===== src/hw/omc_pkg.sv =====
// Package for the operating mode controller
package omc_pkg;
  // Register byte offsets
  localparam logic [3:0] OMC_OFF_PWR_CTRL = 4'h0;
  localparam logic [3:0] OMC_OFF_CLK_SEL = 4'h4;
  localparam logic [3:0] OMC_OFF_P1_WAKE = 4'h8;
  localparam logic [3:0] OMC_OFF_STATUS = 4'hC;
  // Power control and clock select field positions
  localparam int OMC_BIT_IDLE = 0;
  localparam int OMC_BIT_STOP = 1;
  localparam int OMC_BIT_GPF = 2;
  localparam int OMC_BIT_KEEP_LOW = 4;
  localparam int OMC_BIT_LOW_SEL = 7;
  localparam int OMC_BIT_HIGH_XTAL = 0;
  // Reset values
  localparam logic OMC_RST_LOW_SEL = 1'b1;
  localparam logic [7:0] OMC_RST_P1_WAKE = 8'h00;
  // Timing: wake-up settle counts in oscillator cycles
  localparam int OMC_XTAL_HCYC = 2048;
  localparam int OMC_RC_HCYC = 64;
  localparam int OMC_LOW_CYC = 5;
  // AXI responses
  localparam logic [1:0] OMC_RESP_OKAY = 2'b00;
  localparam logic [1:0] OMC_RESP_SLVERR = 2'b10;
  typedef enum logic [1:0] {
    OMC_NORMAL,
    OMC_IDLE,
    OMC_STOP,
    OMC_WARMUP
  } omc_mode_e;
endpackage


===== src/hw/omc_edge_det.sv =====
// Level change detector for one group of wake-capable port pins
`timescale 1ns/100ps
module omc_edge_det
  import omc_pkg::*;
#(
  parameter int W = 8
) (
  input wire logic aclk,
  input wire logic aresetn,
  input wire logic arm,
  input wire logic [W-1:0] pins,
  input wire logic [W-1:0] enable,
  output logic change
);
  logic [W-1:0] last_reg;
  logic armed_reg;

  always_ff @(posedge aclk) begin
    if (!aresetn) begin
      last_reg <= '0;
      armed_reg <= 1'b0;
    end else begin
      last_reg <= pins;
      armed_reg <= arm;
    end
  end

  // Any enabled pin differing from last sample
  assign change = armed_reg && |((pins ^ last_reg) & enable);
endmodule


===== src/hw/omc_top.sv =====
// Operating mode controller with AXI4-Lite register slave
// Behaviour
// - Four modes: normal, idle, stop, warm-up after stop wake.
// - Reset release places system in normal.
// - Stop bit enters stop, cleared on wake.
// - Idle bit enters idle, cleared on wake.
// - Any wake-up returns to normal mode.
// - CPU halted in idle and stop.
// - Stop halts high oscillators; low clock optional.
// - Stop retains all state and registers.
// - Idle keeps system oscillator and peripherals running.
// - Timer 0 runs in stop only on low clock.
// - ADC runs in stop only on low clock.
// - Stop allows only qualified ADC, timer 0 interrupts.
// - Port change, reset, qualified interrupts wake stop.
// - Port 0 wake always enabled.
// - Enabled interrupts or port changes wake idle.
// - Port 1 wake enabled per bit.
// - Stop wake waits oscillator settle time.
// - Waking interrupt flag set, service runs after.
`timescale 1ns/100ps
module omc_top
  import omc_pkg::*;
(
  input wire logic aclk,
  input wire logic aresetn,
  input wire logic [3:0] s_axi_awaddr,
  input wire logic s_axi_awvalid,
  output logic s_axi_awready,
  input wire logic [31:0] s_axi_wdata,
  input wire logic [3:0] s_axi_wstrb,
  input wire logic s_axi_wvalid,
  output logic s_axi_wready,
  output logic [1:0] s_axi_bresp,
  output logic s_axi_bvalid,
  input wire logic s_axi_bready,
  input wire logic [3:0] s_axi_araddr,
  input wire logic s_axi_arvalid,
  output logic s_axi_arready,
  output logic [31:0] s_axi_rdata,
  output logic [1:0] s_axi_rresp,
  output logic s_axi_rvalid,
  input wire logic s_axi_rready,
  input wire logic [7:0] port0_pins,
  input wire logic [7:0] port1_pins,
  input wire logic global_interrupt_enable,
  input wire logic [11:0] irq_pending,
  input wire logic timer0_irq,
  input wire logic adc_irq,
  input wire logic timer0_on_low_clock,
  input wire logic adc_on_low_clock,
  input wire logic low_clock_tick,
  input wire logic high_clock_tick,
  output logic cpu_run,
  output logic high_osc_run,
  output logic internal_low_rc_osc_run,
  output logic ext_low_xtal_run,
  output logic periph_clk_en,
  output logic timer0_clk_en,
  output logic adc_clk_en,
  output logic stop_irq_en,
  output logic wake_pulse,
  output logic [1:0] op_mode
);
  // ----------------------------------------------------------------
  // Registers
  // ----------------------------------------------------------------
  logic idle_reg;
  logic stop_reg;
  logic gpf_reg;
  logic keep_low_clock_in_stop_reg;
  logic low_clock_source_select_reg;
  logic high_xtal_reg;
  logic [7:0] port1_wake_enable_reg;
  omc_mode_e mode_reg;
  logic [11:0] hcnt_reg;
  logic [2:0] lcnt_reg;
  logic wake;
  logic p0_chg;
  logic p1_chg;
  logic irq_wake;
  logic sleeping;

  // ----------------------------------------------------------------
  // AXI4-Lite write channel
  // ----------------------------------------------------------------
  logic aw_held_reg;
  logic w_held_reg;
  logic [3:0] awaddr_reg;
  logic [31:0] wdata_reg;
  logic [3:0] wstrb_reg;
  logic do_write;

  assign s_axi_awready = !aw_held_reg && !s_axi_bvalid;
  assign s_axi_wready = !w_held_reg && !s_axi_bvalid;
  assign do_write = aw_held_reg && w_held_reg && !s_axi_bvalid;

  always_ff @(posedge aclk) begin
    if (!aresetn) begin
      aw_held_reg <= 1'b0;
      w_held_reg <= 1'b0;
      awaddr_reg <= 4'h0;
      wdata_reg <= 32'h0;
      wstrb_reg <= 4'h0;
      s_axi_bvalid <= 1'b0;
      s_axi_bresp <= OMC_RESP_OKAY;
    end else begin
      if (s_axi_awvalid && s_axi_awready) begin
        aw_held_reg <= 1'b1;
        awaddr_reg <= s_axi_awaddr;
      end
      if (s_axi_wvalid && s_axi_wready) begin
        w_held_reg <= 1'b1;
        wdata_reg <= s_axi_wdata;
        wstrb_reg <= s_axi_wstrb;
      end
      if (do_write) begin
        aw_held_reg <= 1'b0;
        w_held_reg <= 1'b0;
        s_axi_bvalid <= 1'b1;
        s_axi_bresp <= (awaddr_reg[1:0] == 2'b00 &&
          awaddr_reg != OMC_OFF_STATUS) ? OMC_RESP_OKAY : OMC_RESP_SLVERR;
      end else if (s_axi_bvalid && s_axi_bready) begin
        s_axi_bvalid <= 1'b0;
      end
    end
  end

  // ----------------------------------------------------------------
  // Control registers
  // ----------------------------------------------------------------
  logic wr_pwr;
  logic wr_clk;
  logic wr_p1w;
  assign wr_pwr = do_write && awaddr_reg == OMC_OFF_PWR_CTRL && wstrb_reg[0];
  assign wr_clk = do_write && awaddr_reg == OMC_OFF_CLK_SEL && wstrb_reg[0];
  assign wr_p1w = do_write && awaddr_reg == OMC_OFF_P1_WAKE && wstrb_reg[0];

  always_ff @(posedge aclk) begin
    if (!aresetn) begin
      idle_reg <= 1'b0;
      stop_reg <= 1'b0;
      gpf_reg <= 1'b0;
      keep_low_clock_in_stop_reg <= 1'b0;
    end else if (wake && sleeping) begin
      idle_reg <= 1'b0;
      stop_reg <= 1'b0;
    end else if (wr_pwr && mode_reg == OMC_NORMAL) begin
      stop_reg <= wdata_reg[OMC_BIT_STOP];
      idle_reg <= wdata_reg[OMC_BIT_IDLE];
      gpf_reg <= wdata_reg[OMC_BIT_GPF];
      keep_low_clock_in_stop_reg <= wdata_reg[OMC_BIT_KEEP_LOW];
    end
  end

  always_ff @(posedge aclk) begin
    if (!aresetn) begin
      low_clock_source_select_reg <= OMC_RST_LOW_SEL;
      high_xtal_reg <= 1'b0;
    end else if (wr_clk) begin
      low_clock_source_select_reg <= wdata_reg[OMC_BIT_LOW_SEL];
      high_xtal_reg <= wdata_reg[OMC_BIT_HIGH_XTAL];
    end
  end

  always_ff @(posedge aclk) begin
    if (!aresetn) begin
      port1_wake_enable_reg <= OMC_RST_P1_WAKE;
    end else if (wr_p1w) begin
      port1_wake_enable_reg <= wdata_reg[7:0];
    end
  end

  // ----------------------------------------------------------------
  // AXI4-Lite read channel
  // ----------------------------------------------------------------
  assign s_axi_arready = !s_axi_rvalid;

  always_ff @(posedge aclk) begin
    if (!aresetn) begin
      s_axi_rvalid <= 1'b0;
      s_axi_rdata <= 32'h0;
      s_axi_rresp <= OMC_RESP_OKAY;
    end else if (s_axi_arvalid && s_axi_arready) begin
      s_axi_rvalid <= 1'b1;
      s_axi_rresp <= OMC_RESP_OKAY;
      case (s_axi_araddr)
        OMC_OFF_PWR_CTRL: s_axi_rdata <= {27'h0, keep_low_clock_in_stop_reg,
          1'b0, gpf_reg, stop_reg, idle_reg};
        OMC_OFF_CLK_SEL: s_axi_rdata <= {24'h0, low_clock_source_select_reg,
          6'h0, high_xtal_reg};
        OMC_OFF_P1_WAKE: s_axi_rdata <= {24'h0, port1_wake_enable_reg};
        OMC_OFF_STATUS: s_axi_rdata <= {30'h0, mode_reg};
        default: begin
          s_axi_rdata <= 32'h0;
          s_axi_rresp <= OMC_RESP_SLVERR;
        end
      endcase
    end else if (s_axi_rready) begin
      s_axi_rvalid <= 1'b0;
    end
  end

  // ----------------------------------------------------------------
  // Wake sources
  // ----------------------------------------------------------------
  assign sleeping = mode_reg == OMC_IDLE || mode_reg == OMC_STOP;

  omc_edge_det #(.W(8)) u_p0 (
    .aclk(aclk),
    .aresetn(aresetn),
    .arm(sleeping),
    .pins(port0_pins),
    .enable(8'hFF),
    .change(p0_chg)
  );

  omc_edge_det #(.W(8)) u_p1 (
    .aclk(aclk),
    .aresetn(aresetn),
    .arm(sleeping),
    .pins(port1_pins),
    .enable(port1_wake_enable_reg),
    .change(p1_chg)
  );

  // Interrupt wake differs per mode; flags stay pending for the CPU
  always_comb begin
    irq_wake = 1'b0;
    if (mode_reg == OMC_IDLE) begin
      irq_wake = global_interrupt_enable && |irq_pending;
    end else if (mode_reg == OMC_STOP) begin
      irq_wake = stop_irq_en &&
        ((timer0_irq && timer0_on_low_clock) ||
        (adc_irq && adc_on_low_clock));
    end
  end

  assign wake = sleeping && (p0_chg || p1_chg || irq_wake);

  // ----------------------------------------------------------------
  // Mode sequencer
  // ----------------------------------------------------------------
  always_ff @(posedge aclk) begin
    if (!aresetn) begin
      mode_reg <= OMC_NORMAL;
      hcnt_reg <= 12'h0;
      lcnt_reg <= 3'h0;
    end else begin
      case (mode_reg)
        OMC_NORMAL: begin
          if (wr_pwr && wdata_reg[OMC_BIT_STOP]) begin
            mode_reg <= OMC_STOP;
          end else if (wr_pwr && wdata_reg[OMC_BIT_IDLE]) begin
            mode_reg <= OMC_IDLE;
          end
        end
        OMC_IDLE: begin
          if (wake) begin
            mode_reg <= OMC_NORMAL;
          end
        end
        OMC_STOP: begin
          if (wake) begin
            mode_reg <= OMC_WARMUP;
            hcnt_reg <= high_xtal_reg ? 12'(OMC_XTAL_HCYC)
              : 12'(OMC_RC_HCYC);
            lcnt_reg <= 3'(OMC_LOW_CYC);
          end
        end
        OMC_WARMUP: begin
          if (high_clock_tick && hcnt_reg != 12'h0) begin
            hcnt_reg <= hcnt_reg - 12'h1;
          end
          if (hcnt_reg == 12'h0 && low_clock_tick && lcnt_reg != 3'h0) begin
            lcnt_reg <= lcnt_reg - 3'h1;
          end
          if (hcnt_reg == 12'h0 && lcnt_reg == 3'h0) begin
            mode_reg <= OMC_NORMAL;
          end
        end
        default: mode_reg <= OMC_NORMAL;
      endcase
    end
  end

  // ----------------------------------------------------------------
  // Clock and function gating outputs
  // ----------------------------------------------------------------
  logic stop_like;
  assign stop_like = mode_reg == OMC_STOP;
  assign cpu_run = mode_reg == OMC_NORMAL;
  assign high_osc_run = !stop_like;
  assign internal_low_rc_osc_run = !stop_like ? low_clock_source_select_reg
    : keep_low_clock_in_stop_reg && low_clock_source_select_reg;
  assign ext_low_xtal_run = !stop_like ? !low_clock_source_select_reg
    : keep_low_clock_in_stop_reg && !low_clock_source_select_reg;
  assign periph_clk_en = !stop_like;
  assign stop_irq_en = keep_low_clock_in_stop_reg;
  assign timer0_clk_en = !stop_like ||
    (keep_low_clock_in_stop_reg && timer0_on_low_clock);
  assign adc_clk_en = !stop_like ||
    (keep_low_clock_in_stop_reg && adc_on_low_clock);
  assign wake_pulse = wake;
  assign op_mode = mode_reg;
  // Stop mode writes no state: registers change only on bus writes and on wake
  // (wake clears stop and idle; only power control writes are gated to normal mode above)

  // ----------------------------------------------------------------
  // Checks
  // ----------------------------------------------------------------
  property p_reset_normal;
    @(posedge aclk) !aresetn |=> mode_reg == OMC_NORMAL;
  endproperty
  a_reset_normal: assert property (p_reset_normal)
    else $error("not normal after reset");

  property p_stop_clear;
    @(posedge aclk) disable iff (!aresetn)
      (mode_reg == OMC_STOP && wake) |=> !stop_reg && !idle_reg;
  endproperty
  a_stop_clear: assert property (p_stop_clear)
    else $error("stop bit not cleared");

  property p_idle_wake;
    @(posedge aclk) disable iff (!aresetn)
      (mode_reg == OMC_IDLE && wake) |=> mode_reg == OMC_NORMAL && !idle_reg;
  endproperty
  a_idle_wake: assert property (p_idle_wake)
    else $error("idle wake not to normal");

  property p_cpu_halt;
    @(posedge aclk) disable iff (!aresetn)
      sleeping |-> !cpu_run;
  endproperty
  a_cpu_halt: assert property (p_cpu_halt)
    else $error("cpu runs while sleeping");

  property p_stop_osc;
    @(posedge aclk) disable iff (!aresetn)
      stop_like |-> !high_osc_run && (internal_low_rc_osc_run ==
        (keep_low_clock_in_stop_reg && low_clock_source_select_reg));
  endproperty
  a_stop_osc: assert property (p_stop_osc)
    else $error("stop oscillator gating wrong");

  property p_t0_stop;
    @(posedge aclk) disable iff (!aresetn)
      (stop_like && !keep_low_clock_in_stop_reg) |-> !timer0_clk_en;
  endproperty
  a_t0_stop: assert property (p_t0_stop)
    else $error("timer0 runs in stop");

  property p_adc_stop;
    @(posedge aclk) disable iff (!aresetn)
      (stop_like && !adc_on_low_clock) |-> !adc_clk_en;
  endproperty
  a_adc_stop: assert property (p_adc_stop)
    else $error("adc runs in stop");

  property p_p0_wake;
    @(posedge aclk) disable iff (!aresetn)
      (mode_reg == OMC_STOP && $stable(mode_reg) &&
      port0_pins != $past(port0_pins)) |-> wake;
  endproperty
  a_p0_wake: assert property (p_p0_wake)
    else $error("port0 change did not wake");

  property p_warmup;
    @(posedge aclk) disable iff (!aresetn)
      (mode_reg == OMC_STOP && wake) |=> mode_reg == OMC_WARMUP [*2];
  endproperty
  a_warmup: assert property (p_warmup)
    else $error("stop wake skipped warm-up");

  property p_both_stop;
    @(posedge aclk) disable iff (!aresetn)
      (mode_reg == OMC_NORMAL && wr_pwr && wdata_reg[OMC_BIT_STOP] &&
      wdata_reg[OMC_BIT_IDLE]) |=> mode_reg == OMC_STOP;
  endproperty
  a_both_stop: assert property (p_both_stop)
    else $error("stop+idle not stop");
endmodule


===== config.mk =====
export PLATFORM = sky130hd
export DESIGN_NAME = omc_top
export DESIGN_NICKNAME = d
export VERILOG_FILES = /design/src/hw/omc_pkg.sv /design/src/hw/omc_edge_det.sv /design/src/hw/omc_top.sv
export SDC_FILE = /design/constraint.sdc
export NUM_CORES = 1
export LEC_CHECK = 0
export BUFFER_PORTS_ARGS = -buffer_cell sky130_fd_sc_hd__buf_2
export CAP_MARGIN = 20
export CORE_MARGIN = 2
export CORE_UTILIZATION = 50
export CTS_BUF_LIST = sky130_fd_sc_hd__clkbuf_16
export DETAILED_ROUTE_END_ITERATION = 10
export GPL_TIMING_DRIVEN = 0
export PLACE_DENSITY_LB_ADDON = 0.08
export SETUP_SLACK_MARGIN = 0.05
export SYNTH_ARGS = -nofsm -noshare
export SYNTH_HDL_FRONTEND = slang
export SYNTH_HIERARCHICAL = 1
export SYNTH_SLANG_ARGS = --single-unit

===== constraint.sdc =====
create_clock -name aclk -period 2.65 [get_ports aclk]
set_input_delay 0.3975 -clock aclk [delete_from_list [all_inputs] [get_ports aclk]]
set_output_delay 0.3975 -clock aclk [all_outputs]
set_load 0.01 [all_outputs]

==> qor.csv <==
metric,value,unit
status,"complete, no violations",
path_clk_slew,0.06,ns
start_kind,flop,
rows,32,
synthDistinctLibCells,67,
pwr-share-seq,39.3,%
start_util,51.31,%
nets,654,
antenna_found_initial,0,
clock_power_share,42.4,%
setup_viol,0,
maxCapViolations,0,
switchingPower,0.0008689,W
ant_nets,0,
firstDrtPassIters,4,
crit_path_end_kind,output port,
die_h,92.59,um
drt-initial-drc-count,133,
holdBufCountCts,0,
largest_register_ffs,12,
yosysWarnings,6,
rsz0062_at_grt,false,
synth-async-reset-ratio,0,%
critical_path_required,2.25,ns
grt-ovfl-total,0,
routabilityCongestion,0.8724,
slew-limit-headroom,51.86,%
worstPathCellList,xor2_1 > a22oi_1 > a41oi_1 > nor2_1 > o21ai_0 > o21ai_1 > inv_1 > buf_2,
synth_edf_count,0,
grt_usage,22.24,%
wl,9469,um
critPathTopFamily,compound AO/OA/AOI/OAI gates,
total_leakage_power,2.283,nW
wire_per_inst,14.20,um
clk_path_buf_depth,2,
numCtsBuffers,9,
grt_pass1_vias,3199,
synthesis.area,0.003924,mm2
p_comb_share,18.2,%
dr_total_vias,3431,
io_pins,138,
post-dp-hpwl,7028,um
ys_ff_latch,76,
ys_dominant_reg_cell,dfxtp_1,
critPathBufInv,2,
ys_seq_area_share,38.78,%
power.density,637.9,mW/mm2
fin_crit_sh,96.19,%
critPathMaxStageDelay,0.31,ns
switching_share,27.64,%
cts_tree,done,
worst_slew_pin_slew,0.7220,ns
p_int,0.002274,W
insertion_delay,0.33,ns
die_area,0.008572,mm2
layout-drive-gt1-share,27.43,%
grt_start_max_net_pins,20,
synth_cells,435,
viasPerCell,5.144,
hp-class,in -> reg,
htree_levels,3,
period_needed,2.549,ns
path_class,reg -> out,
tns,0,ns
avgSynthCellArea,9.020,um2
hold_viol,0,
num_antenna_cells,0,
power,0.003143,W
ir_worst_vdd,0.0004518,V
die_w,92.59,um
core,0.007647,mm2
route.detailed.drc,0,
root_buffer,clkbuf_16,
crit_path_top_delay_cell,dfxtp_1,
drv_slew,0,
fin_worst_skew,0.004062,ns
cp_data_arrival_time,2.15,ns
clock_sinks,76,
synthToLayoutAreaGrowth,25.57,%
grt_pass1_wl,15220,um
fmax,392.3,MHz
cp_max_fo,3,
io_buffers,82,
per-stage QoR:
step	instance area, um2	util, %	hold WS [ns]	std cells	worst slack (ns)
finish	4927	64.43	0.2405	667	0.1009
global route	4927	64.43	0.2394	667	0.05185
CTS	4907	64.17	0.2351	667	0.1098
detailed placement	4582	59.91	0.4502	651	-0.05875
global placement	4582	59.91	0.4438	651	-0.03666
floorplan	4044	-	0.4287	467	0.5082
cells in the mapped netlist (6+ instances only):
library cell | number | area share (%)
a21oi_1 | 17 | 2.2
a22oi_1 | 15 | 2.9
and2_1 | 18 | 2.9
buf_4 | 28 | 5.4
clkbuf_1 | 10 | 0.96
dfxtp_1 | 76 | 39
ha_1 | 8 | 2.6
inv_1 | 15 | 1.4
mux2i_1 | 27 | 6.9
nand2_1 | 26 | 2.5
nand3_1 | 12 | 1.5
nor2_1 | 50 | 4.8
nor3_1 | 9 | 1.1
nor4_1 | 8 | 1.3
o21ai_0 | 6 | 0.77
xor2_1 | 16 | 3.6
metal layers:
layer / vias up / GRT usage [%] / share of wire, %
met5: - / 0 / 0
met4: 0 / 9.826 / 1.8
met3: 14 / 3.987 / 5.3
met2: 107 / 38.02 / 49
met1: 1570 / 27.31 / 43
li1: 1740 / - / -
cell usage in the layout, fill, tap and decap left out, types with 3 or more instances in the layout:
cell type,instances
xor2_1,16
nor4_1,8
buf_2,82
nand2_1,26
a22oi_1,15
nand2b_1,3
buf_4,28
a21oi_1,17
nor4b_1,3
o21ai_0,5
nand4_1,4
and2_1,18
clkbuf_1,9
nand4b_1,3
inv_1,15
nand3b_1,5
nor2_1,50
conb_1,34
nor3_1,9
ha_1,7
dfxtp_1,76
o211ai_1,4
or4_1,4
clkbuf_16,9
nand3_1,12
o22ai_1,5
a21boi_0,3
or3_2,3
mux2i_1,27
buf_6,3
cell families after synthesis:
kind of cell | share of synthesized area [%]
mux | 8.036
other cells | 0.1914
compound gates | 15.31
simple gates | 22.48
flops | 38.78
fa+ha+maj | 2.551
buf+inv | 9.088
xor+xnor | 3.571
final timing paths:
check,from,endpoint,slack [ns],cells after the start
worst max-delay path,u_p0/last_reg[7]$_SDFF_PN0_,wake_pulse,0.10,8
worst min-delay path,s_axi_rready,s_axi_rvalid$_SDFFE_PN0P_,0.24,2
worst max register to register,op_mode[0]$_SDFFE_PN0P_,hcnt_reg[1]$_SDFFE_PN0P_,0.23,7
worst min register to register,stop_reg$_SDFFE_PP0P_,stop_reg$_SDFFE_PP0P_,0.47,2
area by class of cell:
| cell class | instances | area (um2) |
|---|---|---|
| clock inverter | 7 | 98.84 |
| fill | 680 | 2720 |
| inverter | 16 | 60.06 |
| timing repair buffer | 82 | 410.4 |
| buffer | 44 | 297.8 |
| clock buffer | 9 | 225.2 |
| sequential | 76 | 1521 |
| multi-input combinational | 331 | 2186 |
| tap | 102 | 127.6 |
power by group through the flow:
stage | clock network, W | registers (W) | logic (W)
2_1_floorplan | 0 | 0.00125 | 0.000375
5_1_grt | 0.00139 | 0.00124 | 0.000624
4_1_cts | 0.00134 | 0.00124 | 0.000559
3_5_place_dp | 0 | 0.00126 | 0.000553
3_3_place_gp | 0 | 0.00126 | 0.000544
6_report | 0.00133 | 0.00124 | 0.000572
repair_timing:
item	4_1_cts	5_1_grt
buffers inserted	0	0
endpoints found under the setup margin	2	3
gates resized for setup	2	3
hold endpoints to repair	0	0
Power figures use the tool's default switching activity.
